===== config.mk =====
export PLATFORM = sky130hd
export DESIGN_NAME = gp_timer_freerun_wordswap
export DESIGN_NICKNAME = d
export VERILOG_FILES = /design/src/verilog/gp_timer_pkg.sv /design/src/verilog/free_tick_counter.sv /design/src/verilog/gp_timer_freerun_wordswap.sv
export SDC_FILE = /design/constraint.sdc
export NUM_CORES = 1
export LEC_CHECK = 0
export CAP_MARGIN = 15
export CORE_MARGIN = 1
export CORE_UTILIZATION = 40
export CTS_BUF_LIST = sky130_fd_sc_hd__clkbuf_2 sky130_fd_sc_hd__clkbuf_4 sky130_fd_sc_hd__clkbuf_8
export DETAILED_ROUTE_END_ITERATION = 7
export DONT_BUFFER_PORTS = 1
export PLACE_DENSITY = 0.51
export REMOVE_ABC_BUFFERS = 1
export SETUP_SLACK_MARGIN = 0.4
export SYNTH_ARGS = -nofsm -noshare
export SYNTH_HDL_FRONTEND = slang
export SYNTH_HIERARCHICAL = 1
export SYNTH_SLANG_ARGS = --single-unit

===== constraint.sdc =====
create_clock -name mclk -period 7.4 [get_ports mclk]
set_input_delay 0.37 -clock mclk [delete_from_list [all_inputs] [get_ports mclk]]
set_output_delay 0.37 -clock mclk [all_outputs]
set_load 0.005 [all_outputs]

===== src/verilog/gp_timer_pkg.sv =====
// Constants, types and helpers for the host timer and word mapping block.
// Behaviour
// - Bit 29 set runs timer, clear halts.
// - Run bit falling forces preload to FFFFh.
// - Preload in bits 15-0, resets FFFFh.
// - Timer raises interval events from preload.
// - Count register shows live 16-bit count.
// - Normal map: A[1] high selects upper half.
// - Swap pattern: A[1] high selects lower half.
// - Network side always low word first.
// - 32-bit counter, zero at reset, 25MHz.
// - Free counter wraps to zero, keeps counting.
// - First half read latches whole count.
// - Counter reads cleared within 160ns of reset.
// - Free counter never gated by power state.
package gp_timer_pkg;

	// Register byte offsets on the host bus.
	localparam logic [7:0] OFS_RX_DATA      = 8'h00;
	localparam logic [7:0] OFS_TX_DATA      = 8'h20;
	localparam logic [7:0] OFS_TIMER_CONFIG = 8'h8C;
	localparam logic [7:0] OFS_TIMER_COUNT  = 8'h90;
	localparam logic [7:0] OFS_WORD_ORDER   = 8'h98;
	localparam logic [7:0] OFS_FREE_TICK    = 8'h9C;

	// Field positions and reset values.
	localparam int          RUN_BIT          = 29;
	localparam int          HALF_W           = 16;
	localparam logic [15:0] PRELOAD_RESET    = 16'hFFFF;
	localparam logic [15:0] COUNT_RESET      = 16'hFFFF;
	localparam logic [15:0] HALF_ZERO        = 16'h0000;
	localparam logic [31:0] WORD_ORDER_RESET = 32'h0000_0000;
	localparam logic [31:0] SWAP_PATTERN     = 32'hFFFF_FFFF;
	localparam logic [31:0] FREE_RESET       = 32'h0000_0000;

	// The 25 MHz tick is made from 40 MHz by adding 5 per cycle modulo 8.
	localparam logic [3:0]  TICK_STEP        = 4'h5;
	localparam logic [2:0]  TICK_ACC_RESET   = 3'h0;

	// Host pins after synchronisation, all active high.
	typedef struct packed {
		logic        sel;
		logic        rd;
		logic        wr;
		logic [7:1]  addr;
		logic [15:0] data;
	} host_bus_s;

	// Transmit word serialiser states.
	typedef enum {TX_IDLE, TX_LOW, TX_HIGH} tx_state_e;

	// True when a host half-word address falls in the given register.
	function automatic logic word_hit(input logic [7:1] addr,
		input logic [7:0] ofs);
		word_hit = (addr[7:2] == ofs[7:2]);
	endfunction

	// Selects the register half that a host access reaches.
	function automatic logic half_is_high(input logic addr1,
		input logic swap);
		half_is_high = addr1 ^ swap;
	endfunction

	// Merges one host half-word into a 32-bit register image.
	function automatic logic [31:0] merge_half(input logic [31:0] old,
		input logic high, input logic [15:0] data);
		merge_half = high ? {data, old[15:0]} : {old[31:16], data};
	endfunction

	// Picks the half of a 32-bit image that a read returns.
	function automatic logic [15:0] pick_half(input logic [31:0] word,
		input logic high);
		pick_half = high ? word[31:16] : word[15:0];
	endfunction

endpackage


===== src/verilog/free_tick_counter.sv =====
// Free-running 25 MHz tick counter with a read snapshot.
`timescale 1ns/100ps
module free_tick_counter
	import gp_timer_pkg::*;
(
	// Clock and reset.
	input  wire logic        mclk,
	input  wire logic        rstn,
	// Host read of the counter register started this cycle.
	input  wire logic        read_start,
	// Tick enable and snapshot.
	output logic             tick,
	output logic [31:0]      snap
);

	logic [2:0]  acc_q;
	logic [2:0]  acc_d;
	logic        tick_q;
	logic        tick_d;
	logic [31:0] count_q;
	logic [31:0] count_d;
	logic [31:0] snap_q;
	logic [31:0] snap_d;
	logic        held_q;
	logic        held_d;
	logic [3:0]  sum;

	// Fractional divider and counter; no power input can stop it.
	always_comb begin
		sum     = {1'b0, acc_q} + TICK_STEP;
		acc_d   = sum[2:0];
		tick_d  = sum[3];
		count_d = count_q;
		if (sum[3]) begin
			count_d = count_q + 32'h0000_0001;
		end
		snap_d = snap_q;
		held_d = held_q;
		// The first read of a pair samples all 32 bits; the second reuses it.
		if (read_start) begin
			held_d = ~held_q;
			if (!held_q) begin
				snap_d = count_q;
			end
		end
	end

	// Reset clears the count at once, well inside the settling window.
	always_ff @(posedge mclk or negedge rstn) begin
		if (!rstn) begin
			acc_q   <= TICK_ACC_RESET;
			tick_q  <= 1'b0;
			count_q <= FREE_RESET;
			snap_q  <= FREE_RESET;
			held_q  <= 1'b0;
		end else begin
			acc_q   <= acc_d;
			tick_q  <= tick_d;
			count_q <= count_d;
			snap_q  <= snap_d;
			held_q  <= held_d;
		end
	end

	assign tick = tick_q;
	assign snap = snap_q;

endmodule


===== src/verilog/gp_timer_freerun_wordswap.sv =====
// Host register front end with timer, word order control and data ports.
`timescale 1ns/100ps
module gp_timer_freerun_wordswap
	import gp_timer_pkg::*;
(
	// Clock and reset.
	input  wire logic        mclk,
	input  wire logic        rstn,
	// Host bus pins.
	input  wire logic        cs_n,
	input  wire logic        rd_n,
	input  wire logic        wr_n,
	input  wire logic [7:1]  addr,
	input  wire logic [15:0] data_in,
	output logic [15:0]      data_out,
	output logic             data_oe,
	// Timer interval event.
	output logic             timer_wrap,
	// Network side transmit words.
	output logic [15:0]      net_tx_word,
	output logic             net_tx_valid,
	// Network side receive words.
	input  wire logic [15:0] net_rx_word,
	input  wire logic        net_rx_valid,
	output logic             rx_ready
);

	host_bus_s   pin_bus;
	host_bus_s   sync1_q;
	host_bus_s   sync2_q;
	logic        rd_prev_q;
	logic        wr_prev_q;
	logic [7:1]  wr_addr_q;
	logic [7:1]  wr_addr_d;
	logic [15:0] wr_data_q;
	logic [15:0] wr_data_d;
	logic        rd_act;
	logic        wr_act;
	logic        rd_start;
	logic        wr_done;
	logic        swap;
	logic        wr_high;
	logic        rd_high;

	logic        run_q;
	logic        run_d;
	logic [15:0] preload_q;
	logic [15:0] preload_d;
	logic [15:0] count_q;
	logic [15:0] count_d;
	logic        wrap_q;
	logic        wrap_d;
	logic [31:0] word_order_q;
	logic [31:0] word_order_d;
	logic [31:0] cfg_view;
	logic [31:0] cfg_new;

	tx_state_e   tx_state_q;
	tx_state_e   tx_state_d;
	logic [31:0] tx_hold_q;
	logic [31:0] tx_hold_d;
	logic [31:0] tx_entry_q;
	logic [31:0] tx_entry_d;
	logic [15:0] tx_word_q;
	logic [15:0] tx_word_d;
	logic        tx_valid_q;
	logic        tx_valid_d;
	logic        rx_half_q;
	logic        rx_half_d;
	logic [15:0] rx_low_q;
	logic [15:0] rx_low_d;
	logic [31:0] rx_entry_q;
	logic [31:0] rx_entry_d;
	logic        rx_ready_q;
	logic        rx_ready_d;

	logic [15:0] dout_q;
	logic [15:0] dout_d;
	logic        doe_q;
	logic        doe_d;
	logic [31:0] rd_word;

	logic        tick;
	logic [31:0] free_snap;

	// Pins arrive from another domain, so two flops precede any logic.
	assign pin_bus = '{sel: ~cs_n, rd: ~rd_n, wr: ~wr_n, addr: addr,
		data: data_in};

	assign rd_act   = sync2_q.sel & sync2_q.rd;
	assign wr_act   = sync2_q.sel & sync2_q.wr;
	assign rd_start = rd_act & ~rd_prev_q;
	assign wr_done  = wr_prev_q & ~wr_act;

	// The swap pattern must match exactly; any other value maps normally.
	assign swap    = (word_order_q == SWAP_PATTERN);
	assign wr_high = half_is_high(wr_addr_q[1], swap);
	assign rd_high = half_is_high(sync2_q.addr[1], swap);

	// Reserved bits of the configuration register always read as zero.
	assign cfg_view = {2'b00, run_q, 13'h0000, preload_q};

	// Write address and data are held from the active phase of the strobe.
	always_comb begin
		wr_addr_d = wr_addr_q;
		wr_data_d = wr_data_q;
		if (wr_act) begin
			wr_addr_d = sync2_q.addr;
			wr_data_d = sync2_q.data;
		end
	end

	always_ff @(posedge mclk or negedge rstn) begin
		if (!rstn) begin
			sync1_q   <= '0;
			sync2_q   <= '0;
			rd_prev_q <= 1'b0;
			wr_prev_q <= 1'b0;
			wr_addr_q <= '0;
			wr_data_q <= HALF_ZERO;
		end else begin
			sync1_q   <= pin_bus;
			sync2_q   <= sync1_q;
			rd_prev_q <= rd_act;
			wr_prev_q <= wr_act;
			wr_addr_q <= wr_addr_d;
			wr_data_q <= wr_data_d;
		end
	end

	// Timer and writable registers; a write lands when the strobe ends.
	always_comb begin
		cfg_new      = merge_half(cfg_view, wr_high, wr_data_q);
		run_d        = run_q;
		preload_d    = preload_q;
		count_d      = count_q;
		wrap_d       = 1'b0;
		word_order_d = word_order_q;
		// Counting steps on the 25 MHz tick so intervals are predictable.
		if (run_q && tick) begin
			if (count_q == HALF_ZERO) begin
				count_d = preload_q;
				wrap_d  = 1'b1;
			end else begin
				count_d = count_q - 16'h0001;
			end
		end
		if (wr_done && word_hit(wr_addr_q, OFS_TIMER_CONFIG)) begin
			run_d     = cfg_new[RUN_BIT];
			preload_d = cfg_new[HALF_W-1:0];
			if (!run_q && cfg_new[RUN_BIT]) begin
				count_d = cfg_new[HALF_W-1:0];
			end
			if (run_q && !cfg_new[RUN_BIT]) begin
				preload_d = PRELOAD_RESET;
			end
		end
		if (wr_done && word_hit(wr_addr_q, OFS_WORD_ORDER)) begin
			word_order_d = merge_half(word_order_q, wr_high, wr_data_q);
		end
	end

	always_ff @(posedge mclk or negedge rstn) begin
		if (!rstn) begin
			run_q        <= 1'b0;
			preload_q    <= PRELOAD_RESET;
			count_q      <= COUNT_RESET;
			wrap_q       <= 1'b0;
			word_order_q <= WORD_ORDER_RESET;
		end else begin
			run_q        <= run_d;
			preload_q    <= preload_d;
			count_q      <= count_d;
			wrap_q       <= wrap_d;
			word_order_q <= word_order_d;
		end
	end

	// Data ports: the host side follows the word order setting, while the
	// network side is fixed low word first in both directions.
	always_comb begin
		tx_hold_d  = tx_hold_q;
		tx_entry_d = tx_entry_q;
		tx_state_d = tx_state_q;
		tx_word_d  = tx_word_q;
		tx_valid_d = 1'b0;
		rx_half_d  = rx_half_q;
		rx_low_d   = rx_low_q;
		rx_entry_d = rx_entry_q;
		rx_ready_d = rx_ready_q;
		if (wr_done && word_hit(wr_addr_q, OFS_TX_DATA)) begin
			tx_hold_d = merge_half(tx_hold_q, wr_high, wr_data_q);
			// The A[1] high write closes an entry for the network.
			if (wr_addr_q[1]) begin
				tx_entry_d = tx_hold_d;
				tx_state_d = TX_LOW;
			end
		end
		case (tx_state_q)
			TX_IDLE: begin
				// Nothing to send until the next entry is closed.
			end
			TX_LOW: begin
				tx_word_d  = tx_entry_q[HALF_W-1:0];
				tx_valid_d = 1'b1;
				tx_state_d = TX_HIGH;
			end
			TX_HIGH: begin
				tx_word_d  = tx_entry_q[31:HALF_W];
				tx_valid_d = 1'b1;
				if (tx_state_d == TX_HIGH) begin
					tx_state_d = TX_IDLE;
				end
			end
			default: begin
				tx_state_d = TX_IDLE;
			end
		endcase
		// Reading the A[1] high half releases the receive entry.
		if (rd_start && word_hit(sync2_q.addr, OFS_RX_DATA)
			&& sync2_q.addr[1]) begin
			rx_ready_d = 1'b0;
		end
		// A completing word is applied last, so it beats the host release.
		if (net_rx_valid) begin
			if (!rx_half_q) begin
				rx_low_d  = net_rx_word;
				rx_half_d = 1'b1;
			end else begin
				rx_entry_d = {net_rx_word, rx_low_q};
				rx_ready_d = 1'b1;
				rx_half_d  = 1'b0;
			end
		end
	end

	always_ff @(posedge mclk or negedge rstn) begin
		if (!rstn) begin
			tx_hold_q  <= 32'h0000_0000;
			tx_entry_q <= 32'h0000_0000;
			tx_state_q <= TX_IDLE;
			tx_word_q  <= HALF_ZERO;
			tx_valid_q <= 1'b0;
			rx_half_q  <= 1'b0;
			rx_low_q   <= HALF_ZERO;
			rx_entry_q <= 32'h0000_0000;
			rx_ready_q <= 1'b0;
		end else begin
			tx_hold_q  <= tx_hold_d;
			tx_entry_q <= tx_entry_d;
			tx_state_q <= tx_state_d;
			tx_word_q  <= tx_word_d;
			tx_valid_q <= tx_valid_d;
			rx_half_q  <= rx_half_d;
			rx_low_q   <= rx_low_d;
			rx_entry_q <= rx_entry_d;
			rx_ready_q <= rx_ready_d;
		end
	end

	// Read path; the bus drives while select and read were both low two edges earlier.
	always_comb begin
		rd_word = 32'h0000_0000;
		if (word_hit(sync2_q.addr, OFS_TIMER_CONFIG)) begin
			rd_word = cfg_view;
		end else if (word_hit(sync2_q.addr, OFS_TIMER_COUNT)) begin
			rd_word = {HALF_ZERO, count_q};
		end else if (word_hit(sync2_q.addr, OFS_WORD_ORDER)) begin
			rd_word = word_order_q;
		end else if (word_hit(sync2_q.addr, OFS_FREE_TICK)) begin
			rd_word = free_snap;
		end else if (word_hit(sync2_q.addr, OFS_RX_DATA)) begin
			rd_word = rx_entry_q;
		end
		dout_d = dout_q;
		doe_d  = rd_act;
		if (rd_act) begin
			dout_d = pick_half(rd_word, rd_high);
		end
	end

	always_ff @(posedge mclk or negedge rstn) begin
		if (!rstn) begin
			dout_q <= HALF_ZERO;
			doe_q  <= 1'b0;
		end else begin
			dout_q <= dout_d;
			doe_q  <= doe_d;
		end
	end

	// Free counter; the snapshot is taken on the first read of a pair.
	free_tick_counter i_free_tick_counter (
		.mclk       (mclk),
		.rstn       (rstn),
		.read_start (rd_start && word_hit(sync2_q.addr, OFS_FREE_TICK)),
		.tick       (tick),
		.snap       (free_snap)
	);

	// Every output comes straight from a register.
	assign data_out     = dout_q;
	assign data_oe      = doe_q;
	assign timer_wrap   = wrap_q;
	assign net_tx_word  = tx_word_q;
	assign net_tx_valid = tx_valid_q;
	assign rx_ready     = rx_ready_q;

endmodule


==> flow_summary.ini, run 1 <==
[route]
wirelength_um = 38910
drtIter0Drc = 580
drtAntennaViolNets = 0
wl_per_cell_um = 20.42
viasPerCell = 5.204
first_pass_iters = 5
route.detailed.drc = 0
num_vias = 9913

[power]
peakVddDrop_uv = 127.9
power.density_mw_per_mm2 = 294.0
power_mw = 5.462
leakagePower_nw = 8.272

[die]
ios = 81
die_area_mm2 = 0.04093
die_y_um = 202.3
dieWidth_um = 202.3
rows = 73
start_util_pct = 40.48
core_area_mm2 = 0.03964

[finish]
area_growth_pct = 15.78
final_common_cell = dfrtp_1
final_util_pct = 46.87
drive_gt1_share_pct = 26.30
diodes = 0
final_nets = 1377
final_cell_mix = 358 x dfrtp_1, 170 x mux2_2, 125 x nand2_1, 92 x clkbuf_8, 67 x mux2i_1

[sta]
setup_violations = 0
min_period_ns = 2.999
finalCritPeriodShare_pct = 40.52
fmax_mhz = 333.5
max_slew_margin_pct = 29.19
drv_slew = 0
fin_skew_ns = 0.02797
hold_violations = 381
rsz0062_at_grt = false
fin_hold_ws_ns = -0.5463
fin_tns_setup_ns = 0
worst_pin_slew_ns = 1.058

[synth]
ys_seq_area_share_pct = 61.22
ys_ff_latch = 391
synth_top_family_by_area = multiplexers
ys.flop_type = dfrtp_1
synth-simple-area-share_pct = 9.450
synth_area_mm2 = 0.01605
yosys_warnings = 6
synthXorXnorAreaFrac_pct = 2.245
syn_inst = 1232
synthMuxAreaShare_pct = 17.02
synth_edf_count = 0
synth_compound_area_share_pct = 7.415
async_flop_share_pct = 100.0
synthAdderAreaFrac_pct = 0.3119
avgSynthCellArea_um2 = 13.03
synth_cell_type_count = 68

[clock_tree]
root_buffer = clkbuf_8
clk_pin_slew_ns = 0.06
cts_hold_buf = 43
worstSkewPairLatency_ns = 0.61
cts_tree = built
cts.sink_count = 391
postCtsSetupRepairBufs = 0
ctsLongestPathBuffers = 3
cts_inserted_buffers = 70
h-tree-depth = 3
cts-resized-gates = 0

[worst_setup_path]
crit_fanout = 38
worstSetupPathType = reg2reg
required_ns = 7.94
cp-end-kind = flip-flop
startpoint_type = flip-flop
critPathArrivalTime_ns = 3.54

[global_routing]
grt-ovfl-total = 0
grt_pass1_vias = 10170
antenna_found_initial = 0
grt_start_max_net_pins = 392
grtUsageTotal_pct = 19.76
grt_pass1_wl_um = 61150

[placed_design]
place_congestion = 0.8004
dp_hpwl_um = 24810
numPortBuffers = 0

[job]
maxCapViolCount = 0

[hold_path]
hold_path_class = in2async

[outcome]
violations = negative hold slack
status = finished, violations left
==> where the power goes <==
part           switching [mW]  internal (mW)  leakage (nW)
Combinational           0.267          0.348          2.54
Clock                   0.886           1.22         0.793
Sequential              0.274           2.46          4.94
==> metrics by stage <==
| step | hold slack (ns) | setup slack, ns | cell area [µm²] | cells |
|---|---|---|---|---|
| global route | -0.5871 | 4.187 | 18580 | 1905 |
| finish | -0.5463 | 4.401 | 18580 | 1905 |
| CTS | -0.5926 | 4.383 | 18580 | 1905 |
| global placement | 0.08190 | 4.428 | 16630 | 1737 |
| detailed placement | 0.08148 | 4.408 | 16650 | 1738 |
| floorplan | 0.07441 | 3.791 | 15860 | 1201 |
==> worst max-delay path, stage by stage, from the launching register on <==
cell and delay [ns]:
dfrtp_2 0.33, buf_4 0.46, nor2_1 0.14, a22o_1 0.26
nand2_1 0.45, nor3b_2 0.95, a221o_1 0.29
==> worst paths after layout <==
path / from / endpoint / slack (ns) / cells past startpoint
worst max-delay path: sync2_q[17]$_DFF_PN0_ / data_out[0]$_DFFE_PN0P_ / 4.40 / 6
worst min-delay path: rstn / net_tx_word[0]$_DFFE_PN0P_ / -0.55 / 0
worst max register to register: sync2_q[17]$_DFF_PN0_ / data_out[0]$_DFFE_PN0P_ / 4.40 / 6
worst min register to register: sync1_q[14]$_DFF_PN0_ / sync2_q[14]$_DFF_PN0_ / 0.33 / 0
max in group asynchronous: rstn / i_free_tick_counter/snap[15]$_DFFE_PN0P_ / 7.17 / 0
min in group mclk: net_rx_valid / rx_ready$_DFF_PN0_ / 0.21 / 3
==> cells in the mapped netlist, types with 4 or more instances <==
library cell / count / area, µm²
nor4_1: 14 / 87.58
buf_2: 12 / 60.06
xor2_1: 12 / 105.1
o22a_1: 15 / 131.4
nand3_1: 17 / 85.08
inv_1: 21 / 78.83
buf_1: 7 / 26.28
dfstp_2: 32 / 840.8
a21o_1: 5 / 37.54
a211oi_1: 7 / 52.55
nor4_4: 4 / 85.08
a311oi_1: 15 / 131.4
and3_1: 5 / 31.28
mux2_1: 13 / 146.4
nand2b_1: 9 / 56.30
buf_6: 6 / 67.56
xnor2_1: 26 / 227.7
clkbuf_1: 33 / 123.9
mux2i_1: 67 / 670.6
a221o_1: 15 / 150.1
nor2_1: 41 / 153.9
nand4_1: 16 / 100.1
or4_4: 4 / 45.04
o22ai_1: 18 / 112.6
nor4b_1: 5 / 43.79
mux2_2: 170 / 1914
nor3_1: 16 / 80.08
dfrtp_1: 359 / 8984
a21oi_1: 30 / 150.1
nor2_4: 4 / 45.04
o21ai_0: 54 / 270.3
nand2_1: 125 / 469.2
ha_1: 4 / 50.05
and4_1: 4 / 35.03
==> metal layers <==
metal / GRT usage [%] / share of wire (%) / wire length, µm / vias up
met1: 27.36 / 46 / 17840 / 5046
met2: 30.43 / 47 / 18290 / 187
met3: 4.208 / 4.2 / 1622 / 75
met5: 0 / 0 / 0 / -
met4: 7.519 / 3.0 / 1158 / 0
li1: - / - / - / 4605
==> sequential cells by signal, summed over array words and instances (netlist names), 26 cells and up <==
signal and cells:
i_free_tick_counter/count_q 32, i_free_tick_counter/snap 32, rx_entry_q 32, tx_entry_q 32
tx_hold_q 32, tx_state_q 32, word_order_q 32, sync1_q 26
sync2_q 26
==> final cells by class <==
type	count	area [µm²]
Multi-Input combinational cell	789	5983
Sequential cell	391	9826
Inverter	21	78.83
Clock buffer	114	1431
Clock inverter	10	63.81
Fill cell	3684	21060
Timing Repair Buffer	55	540.5
Tap cell	525	656.9
==> logic make-up after synthesis <==
logic type	count (synthesis)
adders and majority gates	4
other	1
and+or+nand+nor	288
xor gates and xnor gates	39
DFF	391
AOI/OAI and AO/OA	178
buffers and inverters	81
muxes	250
Power figures use the tool's default switching activity.
==> run 2: changes to the inputs <==
PLACE_DENSITY = 0.53   (was 0.51)
clock period = 2.72 ns   (was 7.4 ns; I/O delays follow)
==> run 2 against run 1 <==
Compared with the run above:
- critical path depth unchanged
- maximum frequency increased by 36%
- the flow still finishes with violations (negative hold slack)
- die area stayed put
- worst setup slack got worse by 3.9 ns
- non-clock buffer count increased by 24
- combinational power rose to 2.8 times the previous value
- highest routed layer unchanged
- hold slack worse by 0.19 ns
- clock skew rose by 0.0033 ns
- clock power rose to 2.7 times the previous value
- critical endpoint is now count_q[10]$_DFF_PN1_
==> flow_summary.ini, run 2 (synthesis results as in run 1) <==
[route]
wirelength_um = 38650
wl_per_cell_um = 20.09
drtAntennaViolNets = 0
met2_length_um = 17960
num_vias = 9962
met1_length_um = 18200
top_layer = met4
first_pass_iters = 5
drtIter0Drc = 582
met3WireLength_um = 1731
viasPerCell = 5.178
route.detailed.drc = 0

[sta]
hold_violations = 375
drv_slew = 0
fin_skew_ns = 0.03132
rsz0062_at_grt = true
fmax_mhz = 453.4
max_slew_margin_pct = 12.29
setup_violations = 0
worst_pin_slew_ns = 1.316
fin_hold_ws_ns = -0.7347
finalCritPeriodShare_pct = 81.09
min_period_ns = 2.206

[die]
dieWidth_um = 202.3
core_area_mm2 = 0.03964
start_util_pct = 40.48
die_y_um = 202.3
ios = 81
die_area_mm2 = 0.04093
rows = 73

[worst_setup_path]
reg2reg_from = count_q[3]$_DFF_PN1_
worstSetupPathType = reg2reg
reg2reg_to = count_q[10]$_DFF_PN1_
cp-end-kind = flip-flop
max_stage_delay_ns = 0.59
path_common_cell = a211oi_1
r2r_slack_ns = 0.51
crit_path_start = count_q[3]$_DFF_PN1_
worst-r2r-cell-count = 6
startpoint_type = flip-flop
required_ns = 3.25
cp_slowest_cell = or4_4
critPathArrivalTime_ns = 2.73
cp_cell_sequence = or4_4 > nor4b_1 > nand2_1 > a211oi_1 > a211oi_1 > a21oi_1
crit_fanout = 8

[power]
peakVddDrop_uv = 268.2
power.density_mw_per_mm2 = 785.5
leakagePower_nw = 8.383
power_mw = 14.80

[outcome]
status = finished, violations left
violations = negative hold slack

[clock_tree]
clk_pin_slew_ns = 0.06
h-tree-depth = 3
cts_inserted_buffers = 69
ctsLongestPathBuffers = 3
cts_tree = built
cts_hold_buf = 43
root_buffer = clkbuf_8
cts.sink_count = 391
worstSkewPairLatency_ns = 0.61

[finish]
drive_gt1_share_pct = 27.88
area_growth_pct = 17.45
final_common_cell = dfrtp_1
nFillCells = 3653
final_cell_mix = 358 x dfrtp_1, 170 x mux2_2, 124 x nand2_1, 88 x clkbuf_8, 65 x mux2i_1
diodes = 0
multiInputGateArea_mm2 = 0.006042
design_area_mm2 = 0.01885
regArea_mm2 = 0.009826
final_nets = 1400
stdcell_count = 1924

[global_routing]
grt_pass1_vias = 10480
grt-ovfl-total = 0
antenna_found_initial = 0
grtUsageTotal_pct = 19.77
grt_pass1_wl_um = 62090
grt_start_max_net_pins = 392

[placed_design]
numPortBuffers = 0
dp.cells = 1757
dp_hpwl_um = 24850
dpl_cell_area_mm2 = 0.01681
place_congestion = 0.8952

[hold_path]
hold_path_class = in2async

[job]
maxCapViolCount = 0
-- run 2: cell count changes in the layout (fill, tap and decap cells not counted), sizes merged --
cell,before,now
clkbuf,114,109
inv,22,23
bufinv,0,1
buf,12,36
clkinv,6,4
-- run 2: what timing repair did --
action	CTS	global route
setup buffers	4	1
hold endpoints to repair	451	391
pin swaps	3	1
setup endpoints to repair	101	128
resized for setup	7	11
-- run 2: power by group --
part	internal (mW)	leakage, nW	switching, mW
clock network	3.28	0.769	2.37
logic	0.970	2.67	0.742
registers	6.70	4.94	0.735
total	11.0	8.38	3.85
-- run 2: area by class of cell --
class | count | area share [%]
multi-input cells | 789 | 32.06
flip-flops and latches | 391 | 52.13
inverters | 21 | 0.4182
repair buffers | 79 | 4.169
well taps | 525 | 3.485
clock inverters | 10 | 0.4780
clock buffers | 109 | 7.262
-- run 2: through the flow --
step | setup WS, ns | setup TNS, ns | util [%]
CTS | 0.4017 | 0 | 47.41
global route | 0.3483 | 0 | 47.55
floorplan | -0.8888 | -42.87 | -
detailed placement | 0.1504 | 0 | 42.42
global placement | 0.2104 | 0 | 42.42
finish | 0.5144 | 0 | 47.55
-- run 2: layer usage --
| layer | vias up | GRT usage (%) |
|---|---|---|
| met5 | - | 0 |
| met1 | 5065 | 27.52 |
| li1 | 4629 | - |
| met3 | 61 | 3.805 |
| met2 | 207 | 31.03 |
| met4 | 0 | 6.525 |
-- run 2: critical path: cells and delay by family (launching register included) --
family,cells,cell delay [ns]
AOI/OAI and AO/OA,3,0.45
DFF,1,0.41
and+or+nand+nor,3,1.27
-- run 2: worst max-delay path by stage --
stage | endpoint | slack [ns] | depth (start not counted)
finish | count_q[10]$_DFF_PN1_ | 0.51 | 6
global route | tx_entry_q[31]$_DFFE_PN0P_ | 0.35 | 8
CTS | data_out[0]$_DFFE_PN0P_ | 0.40 | 6
detailed placement | tx_hold_q[23]$_DFFE_PN0N_ | 0.15 | 6
global placement | tx_hold_q[16]$_DFFE_PN0N_ | 0.21 | 6
floorplan | preload_q[0]$_DFFE_PN1P_ | -0.89 | 6
==> run 3: changes to the inputs <==
PLACE_DENSITY = 0.51   (was 0.53)
clock period = 2.2 ns   (was 2.72 ns; I/O delays follow)
==> run 3 against run 2 <==
Compared with the run above:
- the run ends with negative hold slack, negative setup slack left
- core utilization grew 5.5 points
- design area rose by 12%
- clock power rose by 27%
- wire length increased by 12%
- combinational power is 61% higher
- sequential cell count stayed put
- sequential power up 24%
- final cell count up 5.9%
- sequential share of layout area down 5.4 points
- total power up 30%
- critical path type unchanged
- largest cell class unchanged
==> flow_summary.ini, run 3 (synthesis results as in run 1) <==
[power]
power_mw = 19.18
leakagePower_nw = 9.372
peakVddDrop_uv = 377.0
power.density_mw_per_mm2 = 912.5

[outcome]
violations = negative hold slack, negative setup slack
status = finished, violations left

[global_routing]
grt_pass1_wl_um = 65580
grt_start_max_net_pins = 392
grtUsageTotal_pct = 21.26
grt-ovfl-total = 0
grt_pass1_vias = 10970
antenna_found_initial = 0

[worst_setup_path]
cp-end-kind = flip-flop
required_ns = 2.70
startpoint_type = flip-flop
reg2reg_from = word_order_q[5]$_DFFE_PN0P_
path_common_cell = buf_6
critPathTopFamily = simple AND/OR/NAND/NOR gates
crit_fanout = 8
cp_slowest_cell = nor4_4
max_stage_delay_ns = 0.38
cp_cell_sequence = nand4_1 > nor4_4 > nand2_4 > buf_6 > xor2_2 > buf_6 > nor2_4 > clkbuf_16 > mux2_4
crit_path_start = word_order_q[5]$_DFFE_PN0P_
critPathArrivalTime_ns = 2.72
cp_num_buf_inv = 3
worstSetupPathType = reg2reg

[die]
rows = 73
die_y_um = 202.3
start_util_pct = 40.48
core_area_mm2 = 0.03964
die_area_mm2 = 0.04093
dieWidth_um = 202.3
ios = 81

[finish]
drive_gt1_share_pct = 37.96
final_common_cell = dfrtp_1
nFillCells = 3429
final_util_pct = 53.04
area_growth_pct = 31.01
final_nets = 1511
stdcell_count = 2037
design_area_mm2 = 0.02102
diodes = 0
final_cell_mix = 356 x dfrtp_1, 122 x nand2_1, 95 x mux2_4, 88 x mux2_2, 84 x buf_4

[route]
route.detailed.drc = 0
drtIter0Drc = 666
wl_per_cell_um = 21.19
wirelength_um = 43170
first_pass_iters = 5
num_vias = 10580
drtAntennaViolNets = 0
viasPerCell = 5.196

[clock_tree]
cts_hold_buf = 46
clk_pin_slew_ns = 0.06
cts_tree = built
cts_inserted_buffers = 69
h-tree-depth = 3
worstSkewPairLatency_ns = 0.63
root_buffer = clkbuf_8
cts.sink_count = 391
ctsLongestPathBuffers = 3

[sta]
fin_skew_ns = 0.02623
hold_violations = 391
fin_tns_setup_ns = -0.1600
min_period_ns = 2.225
max_slew_margin_pct = 43.41
setup_violations = 15
setup_ws_ns = -0.02480
drv_slew = 0
worst_pin_slew_ns = 0.8489
fmax_mhz = 449.5
rsz0062_at_grt = true
fin_hold_ws_ns = -0.8136
finalCritPeriodShare_pct = 101.1

[placed_design]
dp_slack_ns = -0.2226
numPortBuffers = 0
dp_hpwl_um = 25810
dpl_cell_area_mm2 = 0.01736
place_congestion = 0.8043
dp.cells = 1814

[hold_path]
hold_path_class = in2async

[job]
maxCapViolCount = 0
[run 3: layout make-up]
type / instances / area, µm² / area share [%]
flip-flops and latches: 391 / 9828 / 46.75
well taps: 525 / 656.9 / 3.124
multi-input cells: 789 / 6805 / 32.37
clock inverters: 13 / 168.9 / 0.8034
clock buffers: 108 / 1324 / 6.297
repair buffers: 190 / 2162 / 10.28
inverters: 21 / 78.83 / 0.3749
[run 3: power breakdown]
part           total [mW]  internal (mW)  switching, mW
sequential           9.22           8.28          0.933
combinational        2.76           1.61           1.15
clock                7.20           4.20           3.01
total                19.2           14.1           5.09
[run 3: layer usage]
| layer | track usage [%] | vias up | routed length [µm] |
|---|---|---|---|
| li1 | - | 4860 | - |
| met1 | 29.25 | 5432 | 19880 |
| met2 | 32.71 | 215 | 20010 |
| met3 | 4.579 | 77 | 1967 |
| met4 | 8.512 | 0 | 1307 |
| met5 | 0 | - | 0 |
[run 3: path summary, 6_finish.rpt]
kind | endpoint | slack, ns | cells after the start
worst max-delay path | word_order_q[22]$_DFFE_PN0P_ | -0.02 | 9
worst min-delay path | net_tx_word[14]$_DFFE_PN0P_ | -0.81 | 0
worst max register to register | word_order_q[22]$_DFFE_PN0P_ | -0.02 | 9
worst min register to register | sync2_q[4]$_DFF_PN0_ | 0.34 | 0
max in group asynchronous | i_free_tick_counter/count_q[4]$_DFFE_PN0P_ | 2.28 | 0
min in group mclk | sync1_q[21]$_DFF_PN0_ | 0.04 | 1
[run 3: what timing repair did]
action | 4_1_cts | 5_1_grt
endpoints found under the setup margin | 206 | 205
pin swaps | 35 | 23
setup buffers | 26 | 14
endpoints found under the hold margin | 451 | 391
cloned | 13 | 3
gates resized for setup | 179 | 99
